## src/inc/isc_regs.svh

```systemverilog
// Register offsets, field positions, reset values and timing counts
`ifndef ISC_REGS_SVH
`define ISC_REGS_SVH
`define ISC_ADDR_STANDBY 8'h00
`define ISC_ADDR_EGR 8'h04
`define ISC_ADDR_EGF 8'h08
`define ISC_ADDR_MASK 8'h0C
`define ISC_ADDR_MSVC 8'h10
`define ISC_ADDR_CFG 8'h14
`define ISC_ADDR_STAT 8'h18
`define ISC_CODE_IDLE 8'h77
`define ISC_RST_STANDBY 8'h00
`define ISC_RST_EDGE 7'h00
`define ISC_RST_MASK 7'h7F
`define ISC_RST_MSVC 7'h00
`define ISC_RST_CFG 10'h000
`define ISC_NMI_BIT 6
`define ISC_WT_BIT 6
`define ISC_CFG_TM16_WT 0
`define ISC_CFG_WT_SUB 1
`define ISC_CFG_TM8_EXT 2
`define ISC_CFG_TMR56_EXT 4
`define ISC_CFG_RTP_EXT 6
`define ISC_CFG_SER_EXT 7
`define ISC_CFG_SER_I2C 8
`define ISC_CFG_EXT_BUS 9
`define ISC_STAT_RETAIN 3
`define ISC_CLK_MHZ 200
`define ISC_STAB_US 41900
`endif

```

## src/inc/isc_pkg.sv

```systemverilog
// Types shared by the idle standby controller
package isc_pkg;
    typedef enum logic [2:0] {
        ST_RUN, ST_IDLE, ST_WAKE, ST_PIN_RST, ST_RST_STAB
    } isc_state_t;
    typedef enum logic [1:0] {CS_NONE, CS_NMI, CS_MASK} isc_cause_t;
    typedef struct packed {
        logic cpu;
        logic periph;
        logic tm16;
        logic [1:0] tm8;
        logic [1:0] tmr56;
        logic watch;
        logic rtp;
        logic serial;
    } isc_run_t;
endpackage : isc_pkg

```

## src/hdl/isc_idle_ctrl.sv

```systemverilog
// Idle standby controller with APB register access
`timescale 1ns/100ps
`include "isc_regs.svh"
// Function
// - Idle stops main oscillator only; CPU and peripheral clocks gated.
// - Idle halts CPU; port output latches hold their entry values.
// - 16-bit counter runs only on watch output, watch on subsystem clock.
// - 8-bit event counters run only with external timer inputs selected.
// - Extra 8-bit timers run only with their external inputs selected.
// - Watch timer runs only when clocked from subsystem clock.
// - Real-time port needs external trigger or external timer clocks.
// - Serial runs only on external clock; I2C mode stops while idle.
// - External bus lines float in idle; wait input state is retained.
// - Only external and watch interrupts end idle as interrupts.
// - Other interrupt requests stay pending until idle is released.
// - Valid NMI edge per edge enable registers releases idle.
// - NMI release branches if acknowledgeable, else after return.
// - Unmasked external edge, no macro service, restarts oscillator.
// - Unmasked watch overflow without macro service releases idle.
// - Maskable release services if enabled and acceptable, else resumes.
// - Oscillator off in reset; restarts after, waits stabilization time.
// - Reset ending idle keeps data memory contents.
module isc_idle_ctrl #(
    parameter int STAB_CYCLES = `ISC_STAB_US * `ISC_CLK_MHZ
) (
    input wire logic clk_sys,
    input wire logic resetn,
    input wire logic [7:0] paddr,
    input wire logic psel,
    input wire logic penable,
    input wire logic pwrite,
    input wire logic [31:0] pwdata,
    output logic [31:0] prdata,
    output logic pready,
    output logic pslverr,
    input wire logic reset_pin_n,
    input wire logic nmi_in,
    input wire logic [5:0] external_interrupt_inputs,
    input wire logic watch_timer_interrupt,
    input wire logic interrupt_enable_flag,
    input wire logic int_ackable,
    input wire logic nmi_ackable,
    input wire logic return_from_interrupt_instr,
    input wire logic wait_in,
    output logic main_osc_en,
    output logic sub_osc_en,
    output isc_pkg::isc_run_t run_o,
    output logic port_hold,
    output logic bus_oe,
    output logic wait_state,
    output logic pending_hold,
    output logic nmi_branch,
    output logic isr_branch,
    output logic resume_next,
    output logic ram_retain
);
    localparam int CW = $clog2(STAB_CYCLES + 1);
    localparam logic [CW-1:0] STAB_LOAD = CW'(STAB_CYCLES - 1);

    // ==========================================================
    // Registers and state
    isc_pkg::isc_state_t state_reg, state_next;
    isc_pkg::isc_cause_t cause_reg, cause_next;
    isc_pkg::isc_run_t run_reg, run_next;
    logic [7:0] standby_ctl_reg;
    logic [6:0] egr_reg, egf_reg, mask_reg, msvc_reg, prev_reg;
    logic [6:0] wake_src_reg;
    logic [9:0] cfg_reg;
    logic [CW-1:0] cnt_reg;
    logic [31:0] prdata_reg;
    logic pready_reg, pslverr_reg;
    logic main_osc_reg, sub_osc_reg, port_hold_reg, bus_oe_reg;
    logic wait_reg, pending_reg, nmi_br_reg, isr_br_reg, resume_reg;
    logic retain_reg, nmi_def_reg;

    // ==========================================================
    // APB decode
    wire setup = psel & ~penable;
    wire acc = psel & penable & pready_reg;
    wire wr = acc & pwrite;
    wire hit_standby = paddr == `ISC_ADDR_STANDBY;
    wire hit_egr = paddr == `ISC_ADDR_EGR;
    wire hit_egf = paddr == `ISC_ADDR_EGF;
    wire hit_mask = paddr == `ISC_ADDR_MASK;
    wire hit_msvc = paddr == `ISC_ADDR_MSVC;
    wire hit_cfg = paddr == `ISC_ADDR_CFG;
    wire hit_stat = paddr == `ISC_ADDR_STAT;
    wire mapped = hit_standby | hit_egr | hit_egf | hit_mask | hit_msvc |
        hit_cfg | hit_stat;
    wire [31:0] stat_word = {19'h00000, wake_src_reg, 1'b0, nmi_def_reg,
        retain_reg, cnt_reg != '0, main_osc_reg,
        state_reg == isc_pkg::ST_IDLE};
    wire [31:0] rd_mux =
        hit_standby ? {24'h000000, standby_ctl_reg} :
        hit_egr ? {25'h0000000, egr_reg} :
        hit_egf ? {25'h0000000, egf_reg} :
        hit_mask ? {25'h0000000, mask_reg} :
        hit_msvc ? {25'h0000000, msvc_reg} :
        hit_cfg ? {22'h000000, cfg_reg} :
        hit_stat ? stat_word : 32'h00000000;
    wire idle_wr = wr & hit_standby & pwdata[7:0] == `ISC_CODE_IDLE &
        state_reg == isc_pkg::ST_RUN;
    wire retain_clr = wr & hit_stat & pwdata[`ISC_STAT_RETAIN];

    // ==========================================================
    // Edge detection per source
    wire [6:0] src = {nmi_in, external_interrupt_inputs};
    logic [6:0] edge_ok;
    genvar gi;
    generate
        for (gi = 0; gi < 7; gi++) begin : g_edge
            assign edge_ok[gi] = (src[gi] & ~prev_reg[gi] & egr_reg[gi]) |
                (~src[gi] & prev_reg[gi] & egf_reg[gi]);
        end
    endgenerate
    wire nmi_wake = edge_ok[`ISC_NMI_BIT];
    wire [5:0] int_hit = edge_ok[5:0] & ~mask_reg[5:0] & ~msvc_reg[5:0];
    wire wt_wake = watch_timer_interrupt & ~mask_reg[`ISC_WT_BIT] &
        ~msvc_reg[`ISC_WT_BIT];
    wire any_wake = nmi_wake | (|int_hit) | wt_wake;
    wire cnt_done = cnt_reg == '0;
    wire idle_now = state_reg == isc_pkg::ST_IDLE;
    wire wake_now = state_reg == isc_pkg::ST_WAKE;
    wire leave_wake = wake_now & cnt_done & reset_pin_n;
    wire disp_nmi = leave_wake & cause_reg == isc_pkg::CS_NMI;
    wire disp_mask = leave_wake & cause_reg == isc_pkg::CS_MASK;
    wire int_go = interrupt_enable_flag & int_ackable;
    wire nmi_late = nmi_def_reg & return_from_interrupt_instr & nmi_ackable;

    // ==========================================================
    // State machine
    always_comb begin
        state_next = state_reg;
        cause_next = cause_reg;
        case (state_reg)
            isc_pkg::ST_RUN: begin
                if (!reset_pin_n) begin
                    state_next = isc_pkg::ST_PIN_RST;
                end else if (idle_wr) begin
                    state_next = isc_pkg::ST_IDLE;
                    cause_next = isc_pkg::CS_NONE;
                end
            end
            isc_pkg::ST_IDLE: begin
                if (!reset_pin_n) begin
                    state_next = isc_pkg::ST_PIN_RST;
                end else if (any_wake) begin
                    state_next = isc_pkg::ST_WAKE;
                    cause_next = nmi_wake ? isc_pkg::CS_NMI :
                        isc_pkg::CS_MASK;
                end
            end
            isc_pkg::ST_WAKE: begin
                if (!reset_pin_n) begin
                    state_next = isc_pkg::ST_PIN_RST;
                end else if (cnt_done) begin
                    state_next = isc_pkg::ST_RUN;
                end
            end
            isc_pkg::ST_PIN_RST: begin
                if (reset_pin_n) begin
                    state_next = isc_pkg::ST_RST_STAB;
                end
            end
            isc_pkg::ST_RST_STAB: begin
                if (!reset_pin_n) begin
                    state_next = isc_pkg::ST_PIN_RST;
                end else if (cnt_done) begin
                    state_next = isc_pkg::ST_RUN;
                end
            end
            default: begin
                state_next = isc_pkg::ST_RUN;
            end
        endcase
    end

    // ==========================================================
    // Clock and peripheral gating
    wire nx_run = state_next == isc_pkg::ST_RUN;
    wire nx_idle = state_next == isc_pkg::ST_IDLE |
        state_next == isc_pkg::ST_WAKE;
    wire nx_osc = nx_run | state_next == isc_pkg::ST_WAKE |
        state_next == isc_pkg::ST_RST_STAB;
    wire [1:0] tm8_ext = cfg_reg[`ISC_CFG_TM8_EXT+:2];
    always_comb begin
        run_next.cpu = nx_run;
        run_next.periph = nx_run;
        run_next.tm16 = nx_run | (nx_idle & cfg_reg[`ISC_CFG_TM16_WT] &
            cfg_reg[`ISC_CFG_WT_SUB]);
        run_next.tm8 = {2{nx_run}} | ({2{nx_idle}} & tm8_ext);
        run_next.tmr56 = {2{nx_run}} |
            ({2{nx_idle}} & cfg_reg[`ISC_CFG_TMR56_EXT+:2]);
        run_next.watch = nx_run | (nx_idle & cfg_reg[`ISC_CFG_WT_SUB]);
        run_next.rtp = nx_run | (nx_idle & (cfg_reg[`ISC_CFG_RTP_EXT] |
            &tm8_ext));
        run_next.serial = nx_run | (nx_idle & cfg_reg[`ISC_CFG_SER_EXT] &
            ~cfg_reg[`ISC_CFG_SER_I2C]);
    end

    // ==========================================================
    // Clocked logic
    always_ff @(posedge clk_sys or negedge resetn) begin
        if (!resetn) begin
            state_reg <= isc_pkg::ST_RUN;
            cause_reg <= isc_pkg::CS_NONE;
            run_reg <= '0;
            cnt_reg <= '0;
            prev_reg <= 7'h00;
            wake_src_reg <= 7'h00;
        end else begin
            state_reg <= state_next;
            cause_reg <= cause_next;
            run_reg <= run_next;
            prev_reg <= src;
            if (state_next != state_reg &&
                (state_next == isc_pkg::ST_WAKE ||
                state_next == isc_pkg::ST_RST_STAB)) begin
                cnt_reg <= STAB_LOAD;
            end else if (!cnt_done) begin
                cnt_reg <= cnt_reg - 1'b1;
            end
            if (idle_now && any_wake) begin
                wake_src_reg <= {nmi_wake, int_hit};
            end
        end
    end

    always_ff @(posedge clk_sys or negedge resetn) begin
        if (!resetn) begin
            standby_ctl_reg <= `ISC_RST_STANDBY;
            egr_reg <= `ISC_RST_EDGE;
            egf_reg <= `ISC_RST_EDGE;
            mask_reg <= `ISC_RST_MASK;
            msvc_reg <= `ISC_RST_MSVC;
            cfg_reg <= `ISC_RST_CFG;
        end else if (wr) begin
            if (hit_standby) standby_ctl_reg <= pwdata[7:0];
            if (hit_egr) egr_reg <= pwdata[6:0];
            if (hit_egf) egf_reg <= pwdata[6:0];
            if (hit_mask) mask_reg <= pwdata[6:0];
            if (hit_msvc) msvc_reg <= pwdata[6:0];
            if (hit_cfg) cfg_reg <= pwdata[9:0];
        end
    end

    always_ff @(posedge clk_sys or negedge resetn) begin
        if (!resetn) begin
            prdata_reg <= 32'h00000000;
            pready_reg <= 1'b0;
            pslverr_reg <= 1'b0;
        end else begin
            pready_reg <= setup;
            pslverr_reg <= setup & ~mapped;
            if (setup) prdata_reg <= rd_mux;
        end
    end

    always_ff @(posedge clk_sys or negedge resetn) begin
        if (!resetn) begin
            main_osc_reg <= 1'b0;
            sub_osc_reg <= 1'b0;
            port_hold_reg <= 1'b0;
            bus_oe_reg <= 1'b0;
            wait_reg <= 1'b0;
            pending_reg <= 1'b0;
        end else begin
            main_osc_reg <= nx_osc;
            sub_osc_reg <= 1'b1;
            port_hold_reg <= ~nx_run;
            bus_oe_reg <= nx_run & cfg_reg[`ISC_CFG_EXT_BUS];
            if (nx_run) wait_reg <= wait_in;
            pending_reg <= ~nx_run;
        end
    end

    always_ff @(posedge clk_sys or negedge resetn) begin
        if (!resetn) begin
            nmi_br_reg <= 1'b0;
            isr_br_reg <= 1'b0;
            resume_reg <= 1'b0;
            nmi_def_reg <= 1'b0;
            retain_reg <= 1'b0;
        end else begin
            // NMI branch now or after return
            nmi_br_reg <= (disp_nmi & nmi_ackable) | nmi_late;
            if (disp_nmi && !nmi_ackable) begin
                nmi_def_reg <= 1'b1;
            end else if (nmi_late) begin
                nmi_def_reg <= 1'b0;
            end
            isr_br_reg <= disp_mask & int_go;
            resume_reg <= (disp_mask & ~int_go) |
                (disp_nmi & ~nmi_ackable);
            if (idle_now && !reset_pin_n) begin
                retain_reg <= 1'b1;
            end else if (retain_clr) begin
                retain_reg <= 1'b0;
            end
        end
    end

    // ==========================================================
    // Outputs
    assign prdata = prdata_reg;
    assign pready = pready_reg;
    assign pslverr = pslverr_reg;
    assign main_osc_en = main_osc_reg;
    assign sub_osc_en = sub_osc_reg;
    assign run_o = run_reg;
    assign port_hold = port_hold_reg;
    assign bus_oe = bus_oe_reg;
    assign wait_state = wait_reg;
    assign pending_hold = pending_reg;
    assign nmi_branch = nmi_br_reg;
    assign isr_branch = isr_br_reg;
    assign resume_next = resume_reg;
    assign ram_retain = retain_reg;
endmodule : isc_idle_ctrl

```

## config.mk

```make
export PLATFORM = sky130hd
export DESIGN_NAME = isc_idle_ctrl
export DESIGN_NICKNAME = d
export VERILOG_FILES = /design/src/inc/isc_pkg.sv /design/src/hdl/isc_idle_ctrl.sv
export VERILOG_INCLUDE_DIRS = /design/src /design/src/inc
export SDC_FILE = /design/constraint.sdc
export NUM_CORES = 1
export LEC_CHECK = 0
export BUFFER_PORTS_ARGS = -buffer_cell sky130_fd_sc_hd__buf_2
export CORE_MARGIN = 2
export CORE_UTILIZATION = 40
export DETAILED_ROUTE_END_ITERATION = 8
export GPL_ROUTABILITY_DRIVEN = 0
export GPL_TIMING_DRIVEN = 1
export PLACE_DENSITY = 0.59
export SETUP_SLACK_MARGIN = 0.15
export SLEW_MARGIN = 20
export SYNTH_ARGS = -nofsm -noshare
export SYNTH_HDL_FRONTEND = slang
export SYNTH_SLANG_ARGS = --single-unit
```

## constraint.sdc

```tcl
create_clock -name clk_sys -period 5.5 [get_ports clk_sys]
set_input_delay 0.275 -clock clk_sys [delete_from_list [all_inputs] [get_ports clk_sys]]
set_output_delay 0.275 -clock clk_sys [all_outputs]
set_load 0.005 [all_outputs]
```

==> flow_summary.yaml, run 1 <==
run_status:
  status: "complete, no violations"
grt:
  grt_max_degree: 64
  grt_overflow: 0
  grt_use_total: 0.198
  antenna_found_initial: 0
  first_global_vias: 4522
  grt_pass1_wl_um: 24200
setup_path:
  cp_max_fo: 9
  required_ns: 5.81
  worst_setup_path_start_kind: "input pin"
  cp.arrival_ns: 3.29
  path_class: "input pin to flip-flop"
  critPathCaptureType: "flip-flop"
sta:
  finalCriticalPeriod_ns: 2.99
  max_freq_mhz: 335
  slew_headroom: 0.340
  worst_pin_slew_ns: 0.986
  hold_violations: 0
  setup_tns_ns: 0
  finalSetupViolCount: 0
  finalCritPeriodShare: 0.543
  final_max_slew_viol_count: 0
  rsz0062_at_grt: "false"
  fin_hold_ws_ns: 0.0816
  clock-skew-final_ns: 0.0139
layout:
  area_growth_pct: 19.7
  final_nets: 692
  postLayoutCellArea_um2: 7040
  drive_above_1_share: 0.267
  layoutNonFillerInstCount: 829
  largest_register_ff_count: 23
  antenna_cells: 0
yosys:
  synth_warnings: 0
  synth.area.top_cells: "dfrtp_1 (49%), mux2_2 (9.6%), nand2_1 (3.4%)"
  synthArstFlopShare: 1.00
  ys_types: 64
  synthFlopType: "dfrtp_1"
  synth.avg_cell_area_um2: 10.6
  synth-edff-count: 0
  synth_top_area_share: 0.489
  yosysTopAreaCell: "dfrtp_1"
  yosys_register_bits: 122
  syn-cell-area_um2: 5880
  seq_area_frac_synth: 0.520
  syn_inst: 555
clock_tree:
  cts.sinks: 122
  clk_path_buf_depth: 2
  clk_pin_slew_ns: 0.06
  cts_tree: "done"
  cts_setup_buffers: 0
  clk_latency_ns: 0.42
  h-tree-depth: 4
  cts.repair.resized: 0
  cts-root-buf: "clkbuf_16"
  cts_buffers: 17
routing:
  dr.pass1.iters: 5
  drtIter0Drc: 320
  vias: 4588
  ant_nets: 0
  avgViaCountPerCell: 5.53
  post_drt_wl_per_cell_um: 17.7
  drt_wl_total_um: 14700
  drc: 0
placed_design:
  io_buffers: 71
  place_hpwl_um: 10300
  place_area_um2: 6310
  dp.cells: 789
die:
  die_area_um2: 15700
  die_x_um: 125
  core_area_um2: 14500
  die_y_um: 125
  start_util: 0.406
  num_rows: 44
  ios: 113
worst_hold_path:
  min_path_type: "input pin to flip-flop"
pwr:
  p_per_area_nw_per_um2: 352
  vdd_drop_max_v: 0.000261
  finalPower_mw: 2.48
  leakagePower_nw: 3.15
run:
  max_cap_violations: 0
## logic make-up after synthesis
logic type / count (synthesis) / synth area share
adders and majority gates: 1 / 0.00213
xor gates and xnor gates: 17 / 0.0253
DFF: 122 / 0.520
buffers and inverters: 57 / 0.0521
and+or+nand+nor: 208 / 0.185
muxes: 53 / 0.102
AOI/OAI and AO/OA: 95 / 0.112
other: 2 / 0.00128
## worst paths after layout
kind	startpoint	endpoint	slack, ns	cells past startpoint
worst max-delay path	external_interrupt_inputs[4]	cause_reg[1]$_DFFE_PN0P_	2.51	8
worst min-delay path	nmi_ackable	nmi_def_reg$_DFFE_PN0P_	0.08	2
worst max register to register	cnt_reg[6]$_DFFE_PN0P_	wait_state$_DFFE_PN0P_	2.64	6
worst min register to register	prdata[11]$_DFFE_PN0P_	prdata[11]$_DFFE_PN0P_	0.46	2
max in group asynchronous	resetn	run_o[8]$_DFF_PN0_	3.73	3
min in group asynchronous	resetn	prev_reg[0]$_DFF_PN0_	0.49	2
## synthesized netlist by cell type (9+ instances only)
cell and count:
a21oi_1 19, buf_4 22, clkbuf_1 16, dfrtp_1 115, inv_1 14, mux2_2 50, nand2_1 54, nand3_1 24
nand3b_1 15, nand4_1 9, nor2_1 35, nor3_1 21, o211ai_1 9, o21ai_0 12, xnor2_1 10
## cell usage in the layout, fill, tap and decap left out, types with 6 or more instances in the layout
cell type	instances
dfrtp_1	115
buf_2	70
nand2_1	54
mux2_2	50
nor2_1	35
nand3_1	24
nor3_1	21
conb_1	20
a21oi_1	19
clkbuf_16	17
nand3b_1	15
inv_1	14
o21ai_0	12
xnor2_1	10
o211ai_1	9
nand4_1	9
and2_1	8
dlygate4sd3_1	8
nor4_1	7
xor2_1	7
dfstp_2	7
nand2b_1	6
a221oi_1	6
## area by class of cell
cell class / count / area, um2
fill: 1332 / 7430
sequential: 122 / 3060
multi-input combinational: 394 / 2580
clock buffer: 25 / 495
timing repair buffer: 81 / 453
tap: 184 / 230
clock inverter: 7 / 160
inverter: 16 / 60.1
## per-layer routing
metal / vias to the layer above / GRT usage / routed length [um]
met5: - / 0 / 0
met4: 0 / 0.0667 / 260
met3: 21 / 0.0620 / 979
met2: 188 / 0.289 / 6520
met1: 2242 / 0.282 / 6900
li1: 2137 / - / -
## worst max-delay path, cell delays in order
cell and delay [ns]:
dlygate4sd3_1 0.53, buf_2 0.13, nand3b_1 0.16, a211oi_1 0.50, nor4b_1 0.20, a31oi_1 0.79, o21ai_0 0.36, mux2_2 0.35
## power breakdown
part           total, mW  leakage, nW  switching (mW)  internal, mW
combinational      0.254         1.31           0.156        0.0981
sequential         0.991         1.52          0.0407         0.950
clock               1.24        0.321           0.387         0.851
total               2.48         3.15           0.584          1.90
## timing repair
action,4_1_cts,5_1_grt
hold endpoints to repair,62,0
hold buffers,8,0
endpoints found under the setup margin,0,0
## metrics by stage
| step | utilization | worst slack, ns |
|---|---|---|
| finish | 0.487 | 2.51 |
| global route | 0.487 | 2.33 |
| CTS | 0.487 | 2.53 |
| detailed placement | 0.436 | 2.63 |
| global placement | 0.436 | 2.67 |
| floorplan | - | 2.98 |
No activity file was read; power rests on OpenSTA's default activity.
==> run 2, diff against run 1 <==
==> constraint.sdc (replaced) <==
create_clock -name clk_sys -period 3 [get_ports clk_sys]
set_input_delay 0.15 -clock clk_sys [delete_from_list [all_inputs] [get_ports clk_sys]]
set_output_delay 0.15 -clock clk_sys [all_outputs]
set_load 0.005 [all_outputs]
==> run 2 against run 1 <==
  * Setup slack got worse by 2.2 ns
  * Wire length increased by 2.7%
  * Sequential power increased by 84%
  * Clock power increased by 55%
  * Final area increased by 1.6%
  * Non-clock buffer count increased by 23
  * Global-route usage increased by 0.30 points
  * First-iteration DRC count decreased by 22%
  * Hold slack got worse by 0.039 ns
  * Die area unchanged
  * Utilization increased by 0.79 points
  * Clock-buffer cell count decreased by 1
  * Critical endpoint is now cnt_reg[15]$_DFFE_PN0P_
==> flow_summary.yaml, run 2 (same netlist as run 1, synthesis figures left out) <==
run_status:
  status: "complete, no violations"
setup_path:
  cp_slowest_cell: "or4_1"
  cp.arrival_ns: 2.97
  r2r_setup_slack_ns: 0.30
  r2r_cells: 6
  crit_end: "cnt_reg[15]$_DFFE_PN0P_"
  regToRegEndpoint: "cnt_reg[15]$_DFFE_PN0P_"
  cp_cell_sequence: "or4_1 -> or4_4 -> o32a_1 -> o21ai_2 -> a211o_4 -> o311ai_1"
  r2r-start: "cnt_reg[17]$_DFFE_PN0P_"
  cp_max_fo: 23
  cpPeakStageDelay_ns: 0.61
  worst_setup_path_start_kind: "flip-flop"
  crit_start: "cnt_reg[17]$_DFFE_PN0P_"
  critPathCaptureType: "flip-flop"
  path_class: "flip-flop to flip-flop"
  required_ns: 3.28
routing:
  drc: 0
  drt_wl_total_um: 15100
  ant_nets: 0
  drtIter0Drc: 251
  avgViaCountPerCell: 5.41
  dr.pass1.iters: 5
  post_drt_wl_per_cell_um: 17.7
  vias: 4609
die:
  ios: 113
  num_rows: 44
  die_y_um: 125
  die_area_um2: 15700
  die_x_um: 125
  start_util: 0.406
  core_area_um2: 14500
clock_tree:
  h-tree-depth: 4
  cts_buffers: 17
  cts_setup_buffers: 0
  clk_pin_slew_ns: 0.05
  cts_tree: "done"
  cts.sinks: 122
  clk_path_buf_depth: 2
  cts-root-buf: "clkbuf_16"
  clk_latency_ns: 0.42
pwr:
  finalPower_mw: 4.23
  leakagePower_nw: 3.22
  vdd_drop_max_v: 0.000401
  p_per_area_nw_per_um2: 591
sta:
  setup_slack_ns: 0.305
  finalCriticalPeriod_ns: 2.70
  finalSetupViolCount: 0
  hold_violations: 0
  fin_hold_ws_ns: 0.0424
  setup_tns_ns: 0
  clock-skew-final_ns: 0.00732
  worst_pin_slew_ns: 0.688
  rsz0062_at_grt: "false"
  max_freq_mhz: 371
  slew_headroom: 0.537
  finalCritPeriodShare: 0.898
  final_max_slew_viol_count: 0
grt:
  grt_pass1_wl_um: 24600
  first_global_vias: 4555
  antenna_found_initial: 0
  grt_overflow: 0
  grt_max_degree: 58
  grt_use_total: 0.201
placed_design:
  dp.cells: 805
  io_buffers: 71
  place_hpwl_um: 10800
  post-place-ws_ns: 0.190
layout:
  antenna_cells: 0
  drive_above_1_share: 0.283
  largest_register_ff_count: 23
  layoutNonFillerInstCount: 852
  final_cell_mix: "dfrtp_1 (115), buf_2 (70), nand2_1 (54), mux2_2 (50), nor2_1 (35)"
  final_nets: 715
  area_growth_pct: 21.6
  mostFrequentLayoutCell: "dfrtp_1"
worst_hold_path:
  holdPathStages: 2
  min_path_type: "input pin to flip-flop"
run:
  max_cap_violations: 0
-- run 2: cell type report --
class	instances	area (um2)
fill	1322	7320
sequential	122	3060
multi-input combinational	394	2590
inverter	16	60.1
clock inverter	8	67.6
timing repair buffer	104	656
tap	184	230
clock buffer	24	492
-- run 2: report_power, final --
| part | internal [mW] | switching, mW | total, mW |
|---|---|---|---|
| logic | 0.200 | 0.294 | 0.495 |
| registers | 1.74 | 0.0755 | 1.82 |
| clock network | 1.22 | 0.702 | 1.92 |
| total | 3.16 | 1.07 | 4.23 |
-- run 2: routing by layer --
| metal | global-route usage | vias up | wire length, um |
|---|---|---|---|
| li1 | - | 2179 | - |
| met1 | 0.288 | 2248 | 7130 |
| met2 | 0.286 | 150 | 6640 |
| met3 | 0.0539 | 32 | 837 |
| met4 | 0.0935 | 0 | 438 |
| met5 | 0 | - | 0 |
-- run 2: worst max-delay path: cells and delay by family (launching register included) --
family / cells / cell delay [ns]
compound gates: 4 / 0.99
flops: 1 / 0.41
simple gates: 2 / 1.15
-- run 2: through the flow --
stage,cell area (um2),utilization
4_1_cts,7150,0.494
3_3_place_gp,6440,0.445
2_1_floorplan,5950,-
5_1_grt,7160,0.494
3_5_place_dp,6440,0.445
6_report,7160,0.494
-- run 2: worst min-delay path by stage --
stage | from | end | slack, ns
detailed placement | resetn | prev_reg[0]$_DFF_PN0_ | 0.21
global placement | resetn | prev_reg[0]$_DFF_PN0_ | 0.20
floorplan | resetn | bus_oe$_DFF_PN0_ | -0.15
CTS | pwdata[7] | standby_ctl_reg[7]$_DFFE_PN0P_ | 0.02
global route | pwdata[7] | standby_ctl_reg[7]$_DFFE_PN0P_ | 0.03
finish | pwdata[7] | cfg_reg[7]$_DFFE_PN0P_ | 0.04
-- run 2: what timing repair did --
item / in CTS / in global routing
gates resized for setup: 0 / 1
endpoints found under the setup margin: 0 / 20
hold endpoints to repair: 54 / 0
hold buffers: 15 / 0
==> run 3, diff against run 2 <==
--- a/config.mk
+++ b/config.mk
@@ -12,7 +12,7 @@
 export DETAILED_ROUTE_END_ITERATION = 8
 export GPL_ROUTABILITY_DRIVEN = 0
 export GPL_TIMING_DRIVEN = 1
-export PLACE_DENSITY = 0.59
+export PLACE_DENSITY = 0.61
 export SETUP_SLACK_MARGIN = 0.15
 export SLEW_MARGIN = 20
 export SYNTH_ARGS = -nofsm -noshare
==> constraint.sdc (replaced) <==
create_clock -name clk_sys -period 2.19 [get_ports clk_sys]
set_input_delay 0.1095 -clock clk_sys [delete_from_list [all_inputs] [get_ports clk_sys]]
set_output_delay 0.1095 -clock clk_sys [all_outputs]
set_load 0.005 [all_outputs]
==> run 3 against run 2 <==
  * The flow now finishes with violations (negative setup slack)
  * Total power up 51%
  * Combinational power up 84%
  * Largest power group unchanged
  * Fmax up 7.6%
  * Setup slack worse by 0.62 ns
  * Final area up 14%
  * First-iteration DRC count up 55%
  * Register-to-register slack worse by 0.62 ns
  * Sequential share of layout area down 5.4 points
  * Via count up 10%
  * Die area unchanged
  * Clock power up 57%
==> flow_summary.yaml, run 3 (same netlist as run 1, synthesis figures left out) <==
layout:
  seq_area_um2: 3060
  final_cell_mix: "dfrtp_1 (115), buf_4 (82), buf_2 (70), nand2_1 (54), mux2_2 (45)"
  multi_input_comb_area_um2: 2870
  antenna_cells: 0
  mostFrequentLayoutCell: "dfrtp_1"
  fillCellCount: 1236
  final_nets: 797
  layoutNonFillerInstCount: 934
  largest_register_ff_count: 23
  fin_util: 0.565
  postLayoutCellArea_um2: 8190
  area_growth_pct: 39.1
  drive_above_1_share: 0.389
placed_design:
  io_buffers: 71
  place_hpwl_um: 11600
  place_area_um2: 6960
  dp.cells: 868
  post-place-ws_ns: -0.450
routing:
  ant_nets: 0
  vias: 5086
  dr.pass1.iters: 7
  dr_wl_met2_um: 7590
  drc: 0
  avgViaCountPerCell: 5.45
  drt-met1-wl_um: 7510
  top_layer: "met4"
  post_drt_wl_per_cell_um: 17.7
  wl_met3_um: 987
  drtIter0Drc: 389
  drt_wl_total_um: 16500
setup_path:
  critPathCaptureType: "flip-flop"
  path_delay_family: "simple AND/OR/NAND/NOR gates"
  required_ns: 2.50
  crit_buf_inv: 1
  cpPeakStageDelay_ns: 0.53
  cp_cell_sequence: "or4_4 -> or4_4 -> o32a_1 -> o21ai_2 -> buf_4 -> nand3_4 -> mux2_4"
  cp_max_fo: 2
  regToRegEndpoint: "wait_state$_DFFE_PN0P_"
  crit_end: "wait_state$_DFFE_PN0P_"
  r2r-start: "cnt_reg[19]$_DFFE_PN0P_"
  crit_start: "cnt_reg[19]$_DFFE_PN0P_"
  crit_top_cell: "or4_4"
  worst_setup_path_start_kind: "flip-flop"
  cp_slowest_cell: "or4_4"
  r2r_cells: 7
  r2r_setup_slack_ns: -0.31
  cp.arrival_ns: 2.81
  path_depth: 7
  path_class: "flip-flop to flip-flop"
grt:
  grt_pass1_wl_um: 26700
  grt_max_degree: 44
  grt_overflow: 0
  first_global_vias: 5052
  grt_use_total: 0.218
  antenna_found_initial: 0
clock_tree:
  h-tree-depth: 4
  clk_path_buf_depth: 2
  cts_tree: "done"
  cts-root-buf: "clkbuf_16"
  clk_latency_ns: 0.43
  cts.sinks: 122
  clk_pin_slew_ns: 0.05
  cts_buffers: 17
pwr:
  vdd_drop_max_v: 0.000552
  leakagePower_nw: 3.76
  p_per_area_nw_per_um2: 782
  finalPower_mw: 6.40
sta:
  finalCriticalPeriod_ns: 2.50
  finalSetupViolCount: 37
  hold_violations: 0
  final_max_slew_viol_count: 0
  max_freq_mhz: 399
  setup_slack_ns: -0.315
  slew_headroom: 0.643
  fin_hold_ws_ns: 0.0762
  rsz0062_at_grt: "true"
  setup_tns_ns: -8.38
  worst_pin_slew_ns: 0.535
  finalCritPeriodShare: 1.14
  clock-skew-final_ns: 0.00830
die:
  die_y_um: 125
  num_rows: 44
  core_area_um2: 14500
  ios: 113
  die_area_um2: 15700
  start_util: 0.406
  die_x_um: 125
run_status:
  violations: "negative setup slack"
  status: "finished with violations"
run:
  max_cap_violations: 0
worst_hold_path:
  min_path_type: "input pin to flip-flop"
## run 3: changes by cell type in the layout (fill, tap and decap cells not counted), sizes merged
cell | before | now
buf | 89 | 167
a211o | 3 | 6
bufinv | 1 | 4
clkinv | 8 | 5
clkbuf | 24 | 25
clkinvlp | 1 | 0
dlygate4sd3 | 15 | 16
## run 3: where the power goes
group / switching (mW) / internal, mW / total, mW
sequential: 0.0963 / 2.39 / 2.48
combinational: 0.501 / 0.407 / 0.909
clock: 0.965 / 2.05 / 3.01
## run 3: timing repair
item                                    in CTS  in global routing
resized for setup                           36                 20
hold buffers                                16                  0
endpoints found under the setup margin      46                 52
pin swaps                                   14                 11
gates cloned                                 3                  0
endpoints found under the hold margin       50                  0
buffers inserted                             7                  8
## run 3: final cells by class
type                       instances  share of cell area
sequential                       122               0.374
tap                              184              0.0281
clock buffer                      25              0.0618
timing repair buffer             183               0.161
multi-input combinational        397               0.351
inverter                          16             0.00734
clock inverter                     7              0.0165
## run 3: per-layer routing
layer	vias to the layer above	track usage
li1	2359	-
met1	2491	0.308
met5	-	0
met4	0	0.0902
met2	201	0.331
met3	35	0.0424
## run 3: worst min path at each step
stage / from / endpoint / slack [ns] / cells after the start
2_1_floorplan: resetn / bus_oe$_DFF_PN0_ / -0.19 / 0
3_3_place_gp: resetn / sub_osc_en$_DFF_PN0_ / 0.10 / 1
3_5_place_dp: resetn / prev_reg[0]$_DFF_PN0_ / 0.12 / 1
4_1_cts: pwdata[4] / mask_reg[4]$_DFFE_PN1P_ / 0.06 / 2
5_1_grt: pwdata[4] / standby_ctl_reg[4]$_DFFE_PN0P_ / 0.09 / 2
6_report: pwdata[5] / standby_ctl_reg[5]$_DFFE_PN0P_ / 0.08 / 2
